**src/hdl/vic_map.svh**
```systemverilog
// register map, field positions, reset values and sizes of the interrupt controller
`ifndef VIC_MAP_SVH
`define VIC_MAP_SVH

// sizes
`define VIC_NREQ 6
`define VIC_RANK_W 3
`define VIC_ADDR_W 12
`define VIC_DATA_W 32

// register indexes; byte address is four times the index
`define VIC_IDX_PIN 8'hF8
`define VIC_IDX_PRIO 8'hF9
`define VIC_IDX_REQ 8'hFA
`define VIC_IDX_MASK 8'hFB
`define VIC_IDX_CFG 8'hFC

// request and edge register fields
`define VIC_REQ_PEND_LSB 0
`define VIC_REQ_EDGE_TWO 6
`define VIC_REQ_EDGE_ONE 7

// mask register fields
`define VIC_MASK_EN_LSB 0
`define VIC_MASK_GLOBAL 7

// config register fields
`define VIC_CFG_COMP 0

// request numbers of each source
`define VIC_REQ_ZERO 0
`define VIC_REQ_ONE 1
`define VIC_REQ_TWO 2
`define VIC_REQ_THREE 3
`define VIC_REQ_FOUR 4
`define VIC_REQ_FIVE 5

// reset values
`define VIC_RST_REQ 8'h00
`define VIC_RST_MASK 8'h00
`define VIC_RST_CFG 1'b0
`define VIC_RST_PRIO 18'h2C688

`endif

```
**src/hdl/vic_pkg.sv**
```systemverilog
// types shared by the interrupt controller modules
package vic_pkg;
    // one priority rank per request, smaller wins
    typedef logic [2:0] vic_rank_t;
    typedef vic_rank_t [5:0] vic_ranks_t;
    // result of the priority selection
    typedef struct packed {
        logic valid;
        logic [2:0] idx;
    } vic_sel_t;
    // pin and comparator inputs that feed requests
    typedef struct packed {
        logic port_pin_one;
        logic port_pin_two;
        logic port_pin_three;
        logic comparator_one_out;
        logic comparator_two_out;
    } vic_pins_t;
endpackage : vic_pkg

```
**src/hdl/vic_edge_det.sv**
```systemverilog
// optional two-stage synchroniser and selectable edge detector
module vic_edge_det #(
    parameter bit SYNC = 1'b1
) (
    // clock and reset
    input logic clk,
    input logic rst_n,
    // signal and edge choice
    input logic sig_in,
    input logic rise_en,
    input logic fall_en,
    // results
    output logic level,
    output logic evt
);
    import vic_pkg::*;

    logic prev_reg;

    // ==========================================================
    // input stage
    generate
        if (SYNC) begin : g_sync
            logic s1_reg;
            logic s2_reg;
            // first stage feeds only the second
            always_ff @(posedge clk or negedge rst_n) begin
                if (!rst_n) begin
                    // idle level is high, same as prev_reg, so reset makes no edge
                    s1_reg <= 1'b1;
                    s2_reg <= 1'b1;
                end else begin
                    s1_reg <= sig_in;
                    s2_reg <= s1_reg;
                end
            end
            assign level = s2_reg;
        end else begin : g_nosync
            assign level = sig_in;
        end
    endgenerate

    // ==========================================================
    // edge detection
    // reset to the idle high level, like the synchroniser, so reset release makes no edge
    always_ff @(posedge clk or negedge rst_n) begin
        if (!rst_n) begin
            prev_reg <= 1'b1;
        end else begin
            prev_reg <= level;
        end
    end

    assign evt = (rise_en & level & ~prev_reg) | (fall_en & ~level & prev_reg);
endmodule : vic_edge_det

```
**src/hdl/vic_prio_enc.sv**
```systemverilog
// programmable priority encoder: lowest rank wins, ties go to the lower request
module vic_prio_enc #(
    parameter int NREQ = 6
) (
    // candidates
    input logic [NREQ-1:0] req,
    input vic_pkg::vic_ranks_t ranks,
    // winner
    output vic_pkg::vic_sel_t sel
);
    import vic_pkg::*;

    // linear scan keeps the first minimum, so ties fall to the lower index
    always_comb begin
        vic_rank_t best;
        best = '1;
        sel = '0;
        for (int i = 0; i < NREQ; i++) begin
            if (req[i] && (!sel.valid || ranks[i] < best)) begin
                best = ranks[i];
                sel.valid = 1'b1;
                sel.idx = 3'(i);
            end
        end
    end
endmodule : vic_prio_enc

```
**src/hdl/vic_top.sv**
```systemverilog
// vectored interrupt controller with apb register access
`include "vic_map.svh"

module vic_top (
    // apb slave
    input logic pclk,
    input logic presetn,
    input logic psel,
    input logic penable,
    input logic pwrite,
    input logic [11:0] paddr,
    input logic [31:0] pwdata,
    output logic [31:0] prdata,
    output logic pready,
    output logic pslverr,
    // request sources
    input vic_pkg::vic_pins_t pins,
    input logic dsp_request,
    input logic timer_zero_end,
    input logic timer_one_end,
    // processor core side
    input logic int_ack,
    input logic int_reenable,
    input logic halt_active,
    output logic int_req,
    output logic [15:0] vector_addr,
    output logic int_cycle,
    output logic halt_wake,
    output logic irq
);
    import vic_pkg::*;

    localparam int NREQ = `VIC_NREQ;

    // ==========================================================
    // registers and wires
    logic [7:0] req_reg;
    logic [7:0] mask_reg;
    logic cfg_comp_reg;
    vic_ranks_t prio_reg;
    logic [31:0] prdata_reg;
    logic [15:0] vector_reg;
    vic_sel_t sel_reg;
    logic cycle_reg;
    logic [NREQ-1:0] pend_next;
    logic [NREQ-1:0] evt_vec;
    logic [NREQ-1:0] enabled_vec;
    logic [NREQ-1:0] ack_clr;
    logic [NREQ-1:0] w1c;
    logic [9:0] word_addr;
    logic wr_req;
    logic rd_setup;
    logic hit;
    logic ack_take;
    logic src_zero;
    logic src_two;
    logic lvl_zero;
    logic lvl_one;
    logic lvl_two;
    logic lvl_dsp;
    logic edge_one_sel;
    logic edge_two_sel;
    vic_sel_t sel_now;
    vic_pins_t pin_s1_reg;
    vic_pins_t pin_s2_reg;
    logic [31:0] rd_mux;

    // ==========================================================
    // apb decode
    // zero wait states: read data is caught in the setup cycle
    assign word_addr = paddr[11:2];
    assign hit = (word_addr == {2'b00, `VIC_IDX_PIN}) || (word_addr == {2'b00, `VIC_IDX_PRIO})
        || (word_addr == {2'b00, `VIC_IDX_REQ}) || (word_addr == {2'b00, `VIC_IDX_MASK})
        || (word_addr == {2'b00, `VIC_IDX_CFG});
    assign wr_req = psel & penable & pwrite & hit;
    assign rd_setup = psel & ~penable & ~pwrite;
    assign pready = 1'b1;
    assign pslverr = psel & penable & ~hit;
    assign prdata = prdata_reg;

    // read mux; unmapped words and reserved bits read zero
    always_comb begin
        rd_mux = '0;
        unique case (word_addr)
            {2'b00, `VIC_IDX_PIN}: rd_mux = {27'h0000000, 1'b0, lvl_one,
                lvl_zero, lvl_two, lvl_dsp};
            {2'b00, `VIC_IDX_PRIO}: rd_mux = {14'h0000, prio_reg};
            {2'b00, `VIC_IDX_REQ}: rd_mux = {24'h000000, req_reg};
            {2'b00, `VIC_IDX_MASK}: rd_mux = {24'h000000, mask_reg};
            {2'b00, `VIC_IDX_CFG}: rd_mux = {31'h00000000, cfg_comp_reg};
            default: rd_mux = '0;
        endcase
    end

    // read data register
    always_ff @(posedge pclk or negedge presetn) begin
        if (!presetn) begin
            prdata_reg <= '0;
        end else if (rd_setup) begin
            prdata_reg <= rd_mux;
        end
    end

    // ==========================================================
    // request sources
    // two flops on every pin and comparator line before any logic looks at it;
    // they reset to the idle high level, so releasing reset makes no edge
    always_ff @(posedge pclk or negedge presetn) begin
        if (!presetn) begin
            pin_s1_reg <= '1;
            pin_s2_reg <= '1;
        end else begin
            pin_s1_reg <= pins;
            pin_s2_reg <= pin_s1_reg;
        end
    end

    // comparator mode swaps the pin for its comparator; swapping may fake one edge
    assign src_two = cfg_comp_reg ? pin_s2_reg.comparator_one_out
        : pin_s2_reg.port_pin_one;
    assign src_zero = cfg_comp_reg ? pin_s2_reg.comparator_two_out
        : pin_s2_reg.port_pin_two;
    // edge choice: bit 7 steers pin one, bit 6 steers pin two
    assign edge_one_sel = req_reg[`VIC_REQ_EDGE_ONE];
    assign edge_two_sel = req_reg[`VIC_REQ_EDGE_TWO];

    // request zero: pin two or second comparator, programmable edges
    vic_edge_det #(.SYNC(1'b0)) u_edge_zero (
        .clk(pclk),
        .rst_n(presetn),
        .sig_in(src_zero),
        .rise_en(edge_two_sel),
        .fall_en(~edge_two_sel | edge_one_sel),
        .level(lvl_zero),
        .evt(evt_vec[`VIC_REQ_ZERO])
    );

    // request one: pin three, falling edge only
    vic_edge_det #(.SYNC(1'b0)) u_edge_one (
        .clk(pclk),
        .rst_n(presetn),
        .sig_in(pin_s2_reg.port_pin_three),
        .rise_en(1'b0),
        .fall_en(1'b1),
        .level(lvl_one),
        .evt(evt_vec[`VIC_REQ_ONE])
    );

    // request two: pin one or first comparator, programmable edges
    vic_edge_det #(.SYNC(1'b0)) u_edge_two (
        .clk(pclk),
        .rst_n(presetn),
        .sig_in(src_two),
        .rise_en(edge_one_sel),
        .fall_en(~edge_one_sel | edge_two_sel),
        .level(lvl_two),
        .evt(evt_vec[`VIC_REQ_TWO])
    );

    // request three: dsp line on this clock, so no synchroniser
    vic_edge_det #(.SYNC(1'b0)) u_edge_dsp (
        .clk(pclk),
        .rst_n(presetn),
        .sig_in(dsp_request),
        .rise_en(1'b0),
        .fall_en(1'b1),
        .level(lvl_dsp),
        .evt(evt_vec[`VIC_REQ_THREE])
    );

    // timer end-of-count pulses are already on this clock
    assign evt_vec[`VIC_REQ_FOUR] = timer_zero_end;
    assign evt_vec[`VIC_REQ_FIVE] = timer_one_end;

    // ==========================================================
    // pending bits
    assign ack_take = int_ack & sel_reg.valid;
    assign ack_clr = ack_take ? (NREQ'(1) << sel_reg.idx) : '0;
    assign w1c = wr_req && (word_addr == {2'b00, `VIC_IDX_REQ}) ? pwdata[NREQ-1:0] : '0;
    // new events win over both software and acknowledge clears
    assign pend_next = (req_reg[NREQ-1:0] & ~w1c & ~ack_clr) | evt_vec;

    // request register: pending bits latch even while masked
    always_ff @(posedge pclk or negedge presetn) begin
        if (!presetn) begin
            req_reg <= `VIC_RST_REQ;
        end else begin
            req_reg[NREQ-1:0] <= pend_next;
            if (wr_req && (word_addr == {2'b00, `VIC_IDX_REQ})) begin
                req_reg[7:6] <= pwdata[7:6];
            end
        end
    end

    // ==========================================================
    // mask, priority and config registers
    // grant drops the global enable; the core's return or software raises it
    always_ff @(posedge pclk or negedge presetn) begin
        if (!presetn) begin
            mask_reg <= `VIC_RST_MASK;
        end else begin
            if (wr_req && (word_addr == {2'b00, `VIC_IDX_MASK})) begin
                mask_reg <= {pwdata[7], 1'b0, pwdata[5:0]};
            end else if (int_reenable) begin
                mask_reg[`VIC_MASK_GLOBAL] <= 1'b1;
            end
            // a grant wins the global bit but keeps the per-request bits just written
            if (ack_take) begin
                mask_reg[`VIC_MASK_GLOBAL] <= 1'b0;
            end
        end
    end

    // priority ranks, three bits per request
    always_ff @(posedge pclk or negedge presetn) begin
        if (!presetn) begin
            prio_reg <= `VIC_RST_PRIO;
        end else if (wr_req && (word_addr == {2'b00, `VIC_IDX_PRIO})) begin
            prio_reg <= pwdata[17:0];
        end
    end

    // comparator routing select
    always_ff @(posedge pclk or negedge presetn) begin
        if (!presetn) begin
            cfg_comp_reg <= `VIC_RST_CFG;
        end else if (wr_req && (word_addr == {2'b00, `VIC_IDX_CFG})) begin
            cfg_comp_reg <= pwdata[`VIC_CFG_COMP];
        end
    end

    // ==========================================================
    // selection and vectoring
    assign enabled_vec = req_reg[NREQ-1:0] & mask_reg[NREQ-1:0]
        & {NREQ{mask_reg[`VIC_MASK_GLOBAL]}};

    vic_prio_enc #(.NREQ(NREQ)) u_prio (
        .req(enabled_vec),
        .ranks(prio_reg),
        .sel(sel_now)
    );

    // winner and its vector registered together; a grant clears the winner but not the vector, so they match while int_req is high
    always_ff @(posedge pclk or negedge presetn) begin
        if (!presetn) begin
            sel_reg <= '0;
            vector_reg <= '0;
        end else begin
            sel_reg <= ack_take ? vic_sel_t'('0) : sel_now;
            vector_reg <= {12'h000, sel_now.idx, 1'b0};
        end
    end

    // one-cycle pulse telling the core to run the interrupt cycle
    always_ff @(posedge pclk or negedge presetn) begin
        if (!presetn) begin
            cycle_reg <= 1'b0;
        end else begin
            cycle_reg <= ack_take;
        end
    end

    assign int_req = sel_reg.valid;
    assign vector_addr = vector_reg;
    assign int_cycle = cycle_reg;
    assign irq = |(req_reg[NREQ-1:0] & mask_reg[NREQ-1:0]);
    // no clock is gated here, so halt leaves every source live
    assign halt_wake = halt_active & (|enabled_vec);

    logic [NREQ-1:0] en_q;
    always_ff @(posedge pclk or negedge presetn) begin
        if (!presetn) begin
            en_q <= '0;
        end else begin
            en_q <= enabled_vec;
        end
    end
endmodule : vic_top

```
**config.mk**
```make
export PLATFORM = sky130hd
export DESIGN_NAME = vic_top
export DESIGN_NICKNAME = d
export VERILOG_FILES = /design/src/hdl/vic_pkg.sv /design/src/hdl/vic_edge_det.sv /design/src/hdl/vic_prio_enc.sv /design/src/hdl/vic_top.sv
export VERILOG_INCLUDE_DIRS = /design/src /design/src/hdl
export SDC_FILE = /design/constraint.sdc
export NUM_CORES = 1
export LEC_CHECK = 0
export ABC_CLOCK_PERIOD_IN_PS = 5600
export BUFFER_PORTS_ARGS = -buffer_cell sky130_fd_sc_hd__buf_4
export CORE_UTILIZATION = 43
export DETAILED_ROUTE_END_ITERATION = 7
export GPL_ROUTABILITY_DRIVEN = 1
export GPL_TIMING_DRIVEN = 0
export PLACE_DENSITY = 0.69
export SLEW_MARGIN = 20
export SYNTH_ARGS = -nofsm -noshare
export SYNTH_HDL_FRONTEND = slang
export SYNTH_SLANG_ARGS = --single-unit
export TNS_END_PERCENT = 30
```
**constraint.sdc**
```tcl
create_clock -name pclk -period 5.6 [get_ports pclk]
set_clock_uncertainty 0.15 [all_clocks]
set_input_delay 1.4 -clock pclk [delete_from_list [all_inputs] [get_ports pclk]]
set_output_delay 1.4 -clock pclk [all_outputs]
set_load 0.01 [all_outputs]
```
==> Word-level counts from Yosys, hierarchy flattened <==
Cells that the tools add are included.
{ "op_classes": {"n_addsub": 0, "n_mul": 0, "div_mod_pow": 0, "n_lt_le_gt_ge": 5, "eq_ne": 5, "shift": 1, "mux": 20, "bitwise_logic": 40, "reduce_logical": 26} }
{ "op_table": {"columns": ["operator", "count"], "rows": [
  ["case mux 18 bit (5 select lines)", 1],
  ["equality test 10 x 8 -> 1 bit (second input constant)", 5],
  ["2-to-1 mux 4 bit", 7],
  ["AND 6 bit", 4],
  ["AND 1 bit", 18],
  ["< comparator 3 bit", 5],
  ["2-to-1 mux 3 bit", 5],
  ["2-to-1 mux 6 bit", 2],
  ["inverter 6 bit", 2],
  ["OR reduction 6 bit", 2],
  ["inverter 1 bit", 11],
  ["logical AND 1 bit", 9],
  ["logical OR 1 bit", 9],
  ["bitwise OR 6 bit", 1],
  ["<< shifter 1 x 3 -> 6 bit (first input constant)", 1],
  ["zero test 1 bit", 5],
  ["2-to-1 mux 1 bit", 5],
  ["bitwise OR 1 bit", 4],
  ["nonzero test 3 bit", 1]
]} }
{ "totals": {"ff_bits": 88, "latchBits": 0, "ramBits": 0, "rom_bits": 0, "output_inout_bits": 54, "memories": 0} }

==> Logic depth before layout (Yosys ltp) <==
{ "depth": {"word_depth": 24, "mapped_depth": 24, "ltp_nobuf": 22} }

==> Cells and area by module <==
Synthesis repeated with hierarchy kept, for this count alone.
{ "unflattened": {"cells_unflattened": 355, "hier_area_um2": 4093.9} }
{ "by_module_without_submodules": {"columns": ["module", "instances", "cells_each", "area_per_inst_um2", "seq_area_each_um2"], "rows": [
  ["vic_top", 1, 243, 3176.8, 1773.0],
  ["vic_prio_enc", 1, 92, 701.9, 0.0],
  ["vic_edge_det", 4, 5, 53.8, 26.3]
]} }

==> Least setup slack after synthesis <==
Ideal clock, no wire load.
{ "synth_path": {"kind": "flip-flop to flip-flop", "start": "reg prio_reg[4] (netlist name)", "end": "reg sel_reg[1] (netlist name)", "arrival_ns": 4.921, "required_time_ns": 5.328, "path_slack_ns": 0.407, "stages_incl_launch_ff": 24, "synth_period_minus_slack_ns": 5.193, "cell_sequence": "dfrtp_1 -> or3b_1 -> and4_1 -> buf_6 -> a211o_1 -> a32o_2 -> a2111oi_4 -> a211oi_2 -> buf_6 -> nor3_2 -> a21oi_1 -> ha_1 -> or3_1 -> a221oi_1 -> nor2_1 -> mux2i_1 -> nand2_2 -> mux2_1 -> ha_1 -> a21o_1 -> a21oi_1 -> and3_1 -> a22oi_2 -> o2111a_1"} }
{ "synth_via": {"elab_chain_len": 21} }
{ "synth_lines": {"columns": ["element", "line", "text"], "rows": [
  ["start: declaration", "vic_top.sv:40", "vic_ranks_t prio_reg;"],
  ["start signal: assignment", "vic_top.sv:217", "prio_reg <= `VIC_RST_PRIO;"],
  ["start signal: assignment", "vic_top.sv:219", "prio_reg <= pwdata[17:0];"],
  ["< comparator 3 bit", "vic_prio_enc.sv:19", "if (req[i] && (!sel.valid || ranks[i] < best)) begin"],
  ["logical OR 1 bit", "vic_prio_enc.sv:19", null],
  ["logical AND 1 bit", "vic_prio_enc.sv:19", null],
  ["2-to-1 mux 3 bit or 2-to-1 mux 4 bit (tied branches)", "vic_prio_enc.sv:19", null],
  ["< comparator 3 bit or zero test 1 bit (tied branches)", "vic_prio_enc.sv:19", null],
  ["logical OR 1 bit", "vic_prio_enc.sv:19", null],
  ["logical AND 1 bit", "vic_prio_enc.sv:19", null],
  ["2-to-1 mux 3 bit or 2-to-1 mux 4 bit (tied branches)", "vic_prio_enc.sv:19", null],
  ["(+5 left out)", null, null],
  ["logical OR 1 bit", "vic_prio_enc.sv:19", null],
  ["logical AND 1 bit", "vic_prio_enc.sv:19", null],
  ["2-to-1 mux 3 bit or 2-to-1 mux 4 bit (tied branches)", "vic_prio_enc.sv:19", null],
  ["< comparator 3 bit or zero test 1 bit (tied branches)", "vic_prio_enc.sv:19", null],
  ["logical OR 1 bit", "vic_prio_enc.sv:19", null],
  ["logical AND 1 bit", "vic_prio_enc.sv:19", null],
  ["2-to-1 mux 4 bit (*)", "vic_prio_enc.sv:19", null],
  ["2-to-1 mux 4 bit (*)", "vic_top.sv:249", "sel_reg <= ack_take ? vic_sel_t'('0) : sel_now;"],
  ["end signal: assignment", "vic_top.sv:249", null],
  ["end: declaration", "vic_top.sv:43", "vic_sel_t sel_reg;"]
]} }
Mark *: on every way between the ends. The rest lies on a longest branch, timed or not.
A chain may end at the register's enable or synchronous reset.

==> Worst setup path after layout <==
{ "layout_path": {"start": "reg prio_reg[0] (netlist name)", "end": "reg sel_reg[1] (netlist name)"} }
{ "layout_via": {"elab_chain_len": 22} }
{ "layout_lines": {"columns": ["element", "line"], "rows": [
  ["2-to-1 mux 3 bit (*)", "vic_prio_enc.sv:19"],
  ["< comparator 3 bit", "vic_prio_enc.sv:19"],
  ["logical OR 1 bit", "vic_prio_enc.sv:19"],
  ["logical AND 1 bit", "vic_prio_enc.sv:19"],
  ["2-to-1 mux 3 bit or 2-to-1 mux 4 bit (tied branches)", "vic_prio_enc.sv:19"],
  ["< comparator 3 bit or zero test 1 bit (tied branches)", "vic_prio_enc.sv:19"],
  ["logical OR 1 bit", "vic_prio_enc.sv:19"],
  ["logical AND 1 bit", "vic_prio_enc.sv:19"],
  ["(+6 left out)", null],
  ["logical OR 1 bit", "vic_prio_enc.sv:19"],
  ["logical AND 1 bit", "vic_prio_enc.sv:19"],
  ["2-to-1 mux 3 bit or 2-to-1 mux 4 bit (tied branches)", "vic_prio_enc.sv:19"],
  ["< comparator 3 bit or zero test 1 bit (tied branches)", "vic_prio_enc.sv:19"],
  ["logical OR 1 bit", "vic_prio_enc.sv:19"],
  ["logical AND 1 bit", "vic_prio_enc.sv:19"],
  ["2-to-1 mux 4 bit (*)", "vic_prio_enc.sv:19"],
  ["2-to-1 mux 4 bit (*)", "vic_top.sv:249"]
]} }
Marks and branches as above.

==> results.txt <==
Sink Count = 74
Main synth FF type = dfrtp_1
met1 usage = 0.296
port buffer count = 67
TritonCTS clock tree = done
initial antenna violation count = 0
routed via count = 3433
Critical path origin = prio_reg[0]
worst min-delay path class = reg2reg
CP endpoint kind = flip-flop
starting density of the core = 0.453
crit-path cells = or3b_4 -> and4_1 -> buf_6 -> a211o_1 -> a32o_2 -> a2111oi_4 -> a211oi_2 -> buf_6 -> nor3_4 -> a21oi_2 -> ha_2 -> o21a_1 -> nor2_2 -> or2_2 -> nor2_1 -> mux2i_1 -> nand2_2 -> mux2_2 -> ha_4 -> a21o_1 -> a21oi_1 -> and3_1 -> a22oi_2 -> o2111a_1
Slew Viols, Final = 0
Worst Path Buf+Inv = 2
Synth Instances = 404
r2r startpoint = prio_reg[0]
post-synth top area share = 0.329
clk slew on worst S/H paths = 0.09 ns
post-DR wirelength/cell = 16.1 µm
WS Path Type = reg2reg
WL final = 10.1 mm
Seq/Total Area, Yosys = 0.466
Crit path required time = 5.75 ns
Core ar. = 8890 µm²
Final Hold Violating Endpoints = 0
CP max stage cell = dfrtp_2
GRT busiest layer = met2
Clock Root Buffer = clkbuf_8
Clock H-tree levels = 3
Slew @ Worst Pin = 0.917 ns
DP Wirelength = 7.40 mm
fin nets = 577
Crit path max-delay family = compound AO/OA/AOI/OAI gates
final period utilization = 0.966
Die Area = 9750 µm²
CTS Buf Count = 9
area delta synth->final = 26.5%
EDFF count, synth = 0
CTS max path bufs = 2
DRT iter0 DRCs = 245
die height = 98.8 µm
reg-to-reg endpoint = sel_reg[1]
setup violators final = 0
static leakage = 0.00240 µW
critical path arrival = 5.56 ns
ant diodes = 0
Synth Area per Inst = 9.97 µm²
Peak VDD IR = 0.000142 V
CP dominant cell by count = buf_6
post-synthesis register bit count = 74
pre-CTS setup slack = -0.126 ns
I/O pins = 114
DR DRC count = 0
Slew headroom = 0.388
Clock Latency Late Sink = 0.36 ns
Post-synth top cells = dfrtp_1 (53), nand2_1 (53), o21ai_0 (29)
synth unique cells = 66
final worst slack = 0.191 ns
setup slack, reg-to-reg = 0.19 ns
fill cell count = 774
Setup Total Neg Slack = 0 ns
hold_buf cts = 0
largest area contributor in the netlist = dfrtp_1
Final Power = 1110 µW
vias in the first global route = 3209
met2 Usage GRT = 0.351
GR Util met3 = 0.0319
GRT overflow = 0
largest net degree at the start of global routing = 75
mapped cell area = 4030 µm²
CP Launch Type = flip-flop
Worst Hold Endpoint = pin_s2_reg[3]
gr usage total = 0.215
startpoint of the worst hold path = pin_s1_reg[3]
Ys Warns = 0
Vias per Instance = 5.48
outcome = complete, no violations
DR pass1 iterations = 7
PwrDens = 218 nW/µm²
layout cells sized above 1 = 0.378
GP Congestion = 0.856
hold path depth = 0
Fmax = 0.185 GHz
first-pass GRT wire length = 16.4 mm
Max-Cap Viols = 0
Synth async-reset ratio = 1.00
num rows = 34
fin crit period = 5.41 ns
CP Max Fanout = 7
Routed Antenna Nets = 0
Largest stage delay, worst path = 0.44 ns
largest cells by area after synthesis = dfrtp_1 (33%), dfstp_2 (14%), mux2_2 (7.0%)
worst reg2reg path depth = 24
die width = 98.8 µm
## cell usage in the layout, fill, tap and decap left out, drive strengths merged, types with 4 or more instances in the layout
| cell | n |
|---|---|
| and3 | 10 |
| a211oi | 4 |
| a22oi | 8 |
| nand2 | 54 |
| a21oi | 12 |
| mux2i | 4 |
| o21ai | 32 |
| nand3 | 14 |
| o31ai | 4 |
| and2 | 4 |
| mux2 | 27 |
| dfstp | 21 |
| nor3 | 6 |
| ha | 4 |
| nand4 | 4 |
| dfrtp | 53 |
| a221oi | 7 |
| nor2b | 5 |
| clkbuf | 18 |
| conb | 28 |
| inv | 20 |
| nor2 | 17 |
| buf | 107 |
## stage by stage
stage / std cells / area (µm²) / util / hold slack [ns]
2_1_floorplan: 430 / 4120 / - / 0.195
3_3_place_gp: 605 / 4760 / 0.536 / 0.196
3_5_place_dp: 605 / 4760 / 0.536 / 0.197
4_1_cts: 623 / 5010 / 0.564 / 0.211
5_1_grt: 626 / 5090 / 0.573 / 0.215
6_report: 626 / 5090 / 0.573 / 0.210
## worst max path at each step
stage	to	depth (start not counted)	slack (ns)
after global routing	sel_reg[1]	24	-0.04
after global placement	sel_reg[1]	23	-0.03
after CTS	sel_reg[1]	23	0.05
after floorplan	sel_reg[1]	23	0.41
after detailed placement	sel_reg[1]	23	-0.13
final	sel_reg[1]	24	0.19
## kinds of logic after synthesis
kind of cell | share of synthesized area
other | 0.00187
buffers and inverters | 0.0855
AO/OA/AOI/OAI | 0.182
multiplexers | 0.0855
AND/OR/NAND/NOR | 0.166
flip-flops | 0.466
adder cells (fa/ha/maj) | 0.0124
## report_power, final
part	leakage, µW	internal [µW]	switching [µW]	total, µW
clock network	0.000112	242	230	472
logic	0.00138	44.0	46.3	90.3
registers	0.000900	546	4.63	551
total	0.00240	832	281	1110
## layout make-up
class                      instances  area (µm²)  share of cell area
buffer                            41         277              0.0543
clock buffer                      10         149              0.0292
clock inverter                     6        77.6              0.0152
inverter                          16        60.1              0.0118
multi-input combinational        297        1960               0.385
sequential                        74        1880               0.369
tap                              108         135              0.0265
timing repair buffer              74         556               0.109
## repair_timing
action	4_1_cts	5_1_grt
gates resized for setup	4	10
setup buffers	2	5
pin swaps	2	9
endpoints found under the setup margin	6	6
## routing by layer
metal  share of wire  vias up
li1                -     1635
met1            0.45     1637
met2            0.48      149
met3           0.061       12
met4           0.011        0
met5               0        -
(Power assumes the default switching activity.)
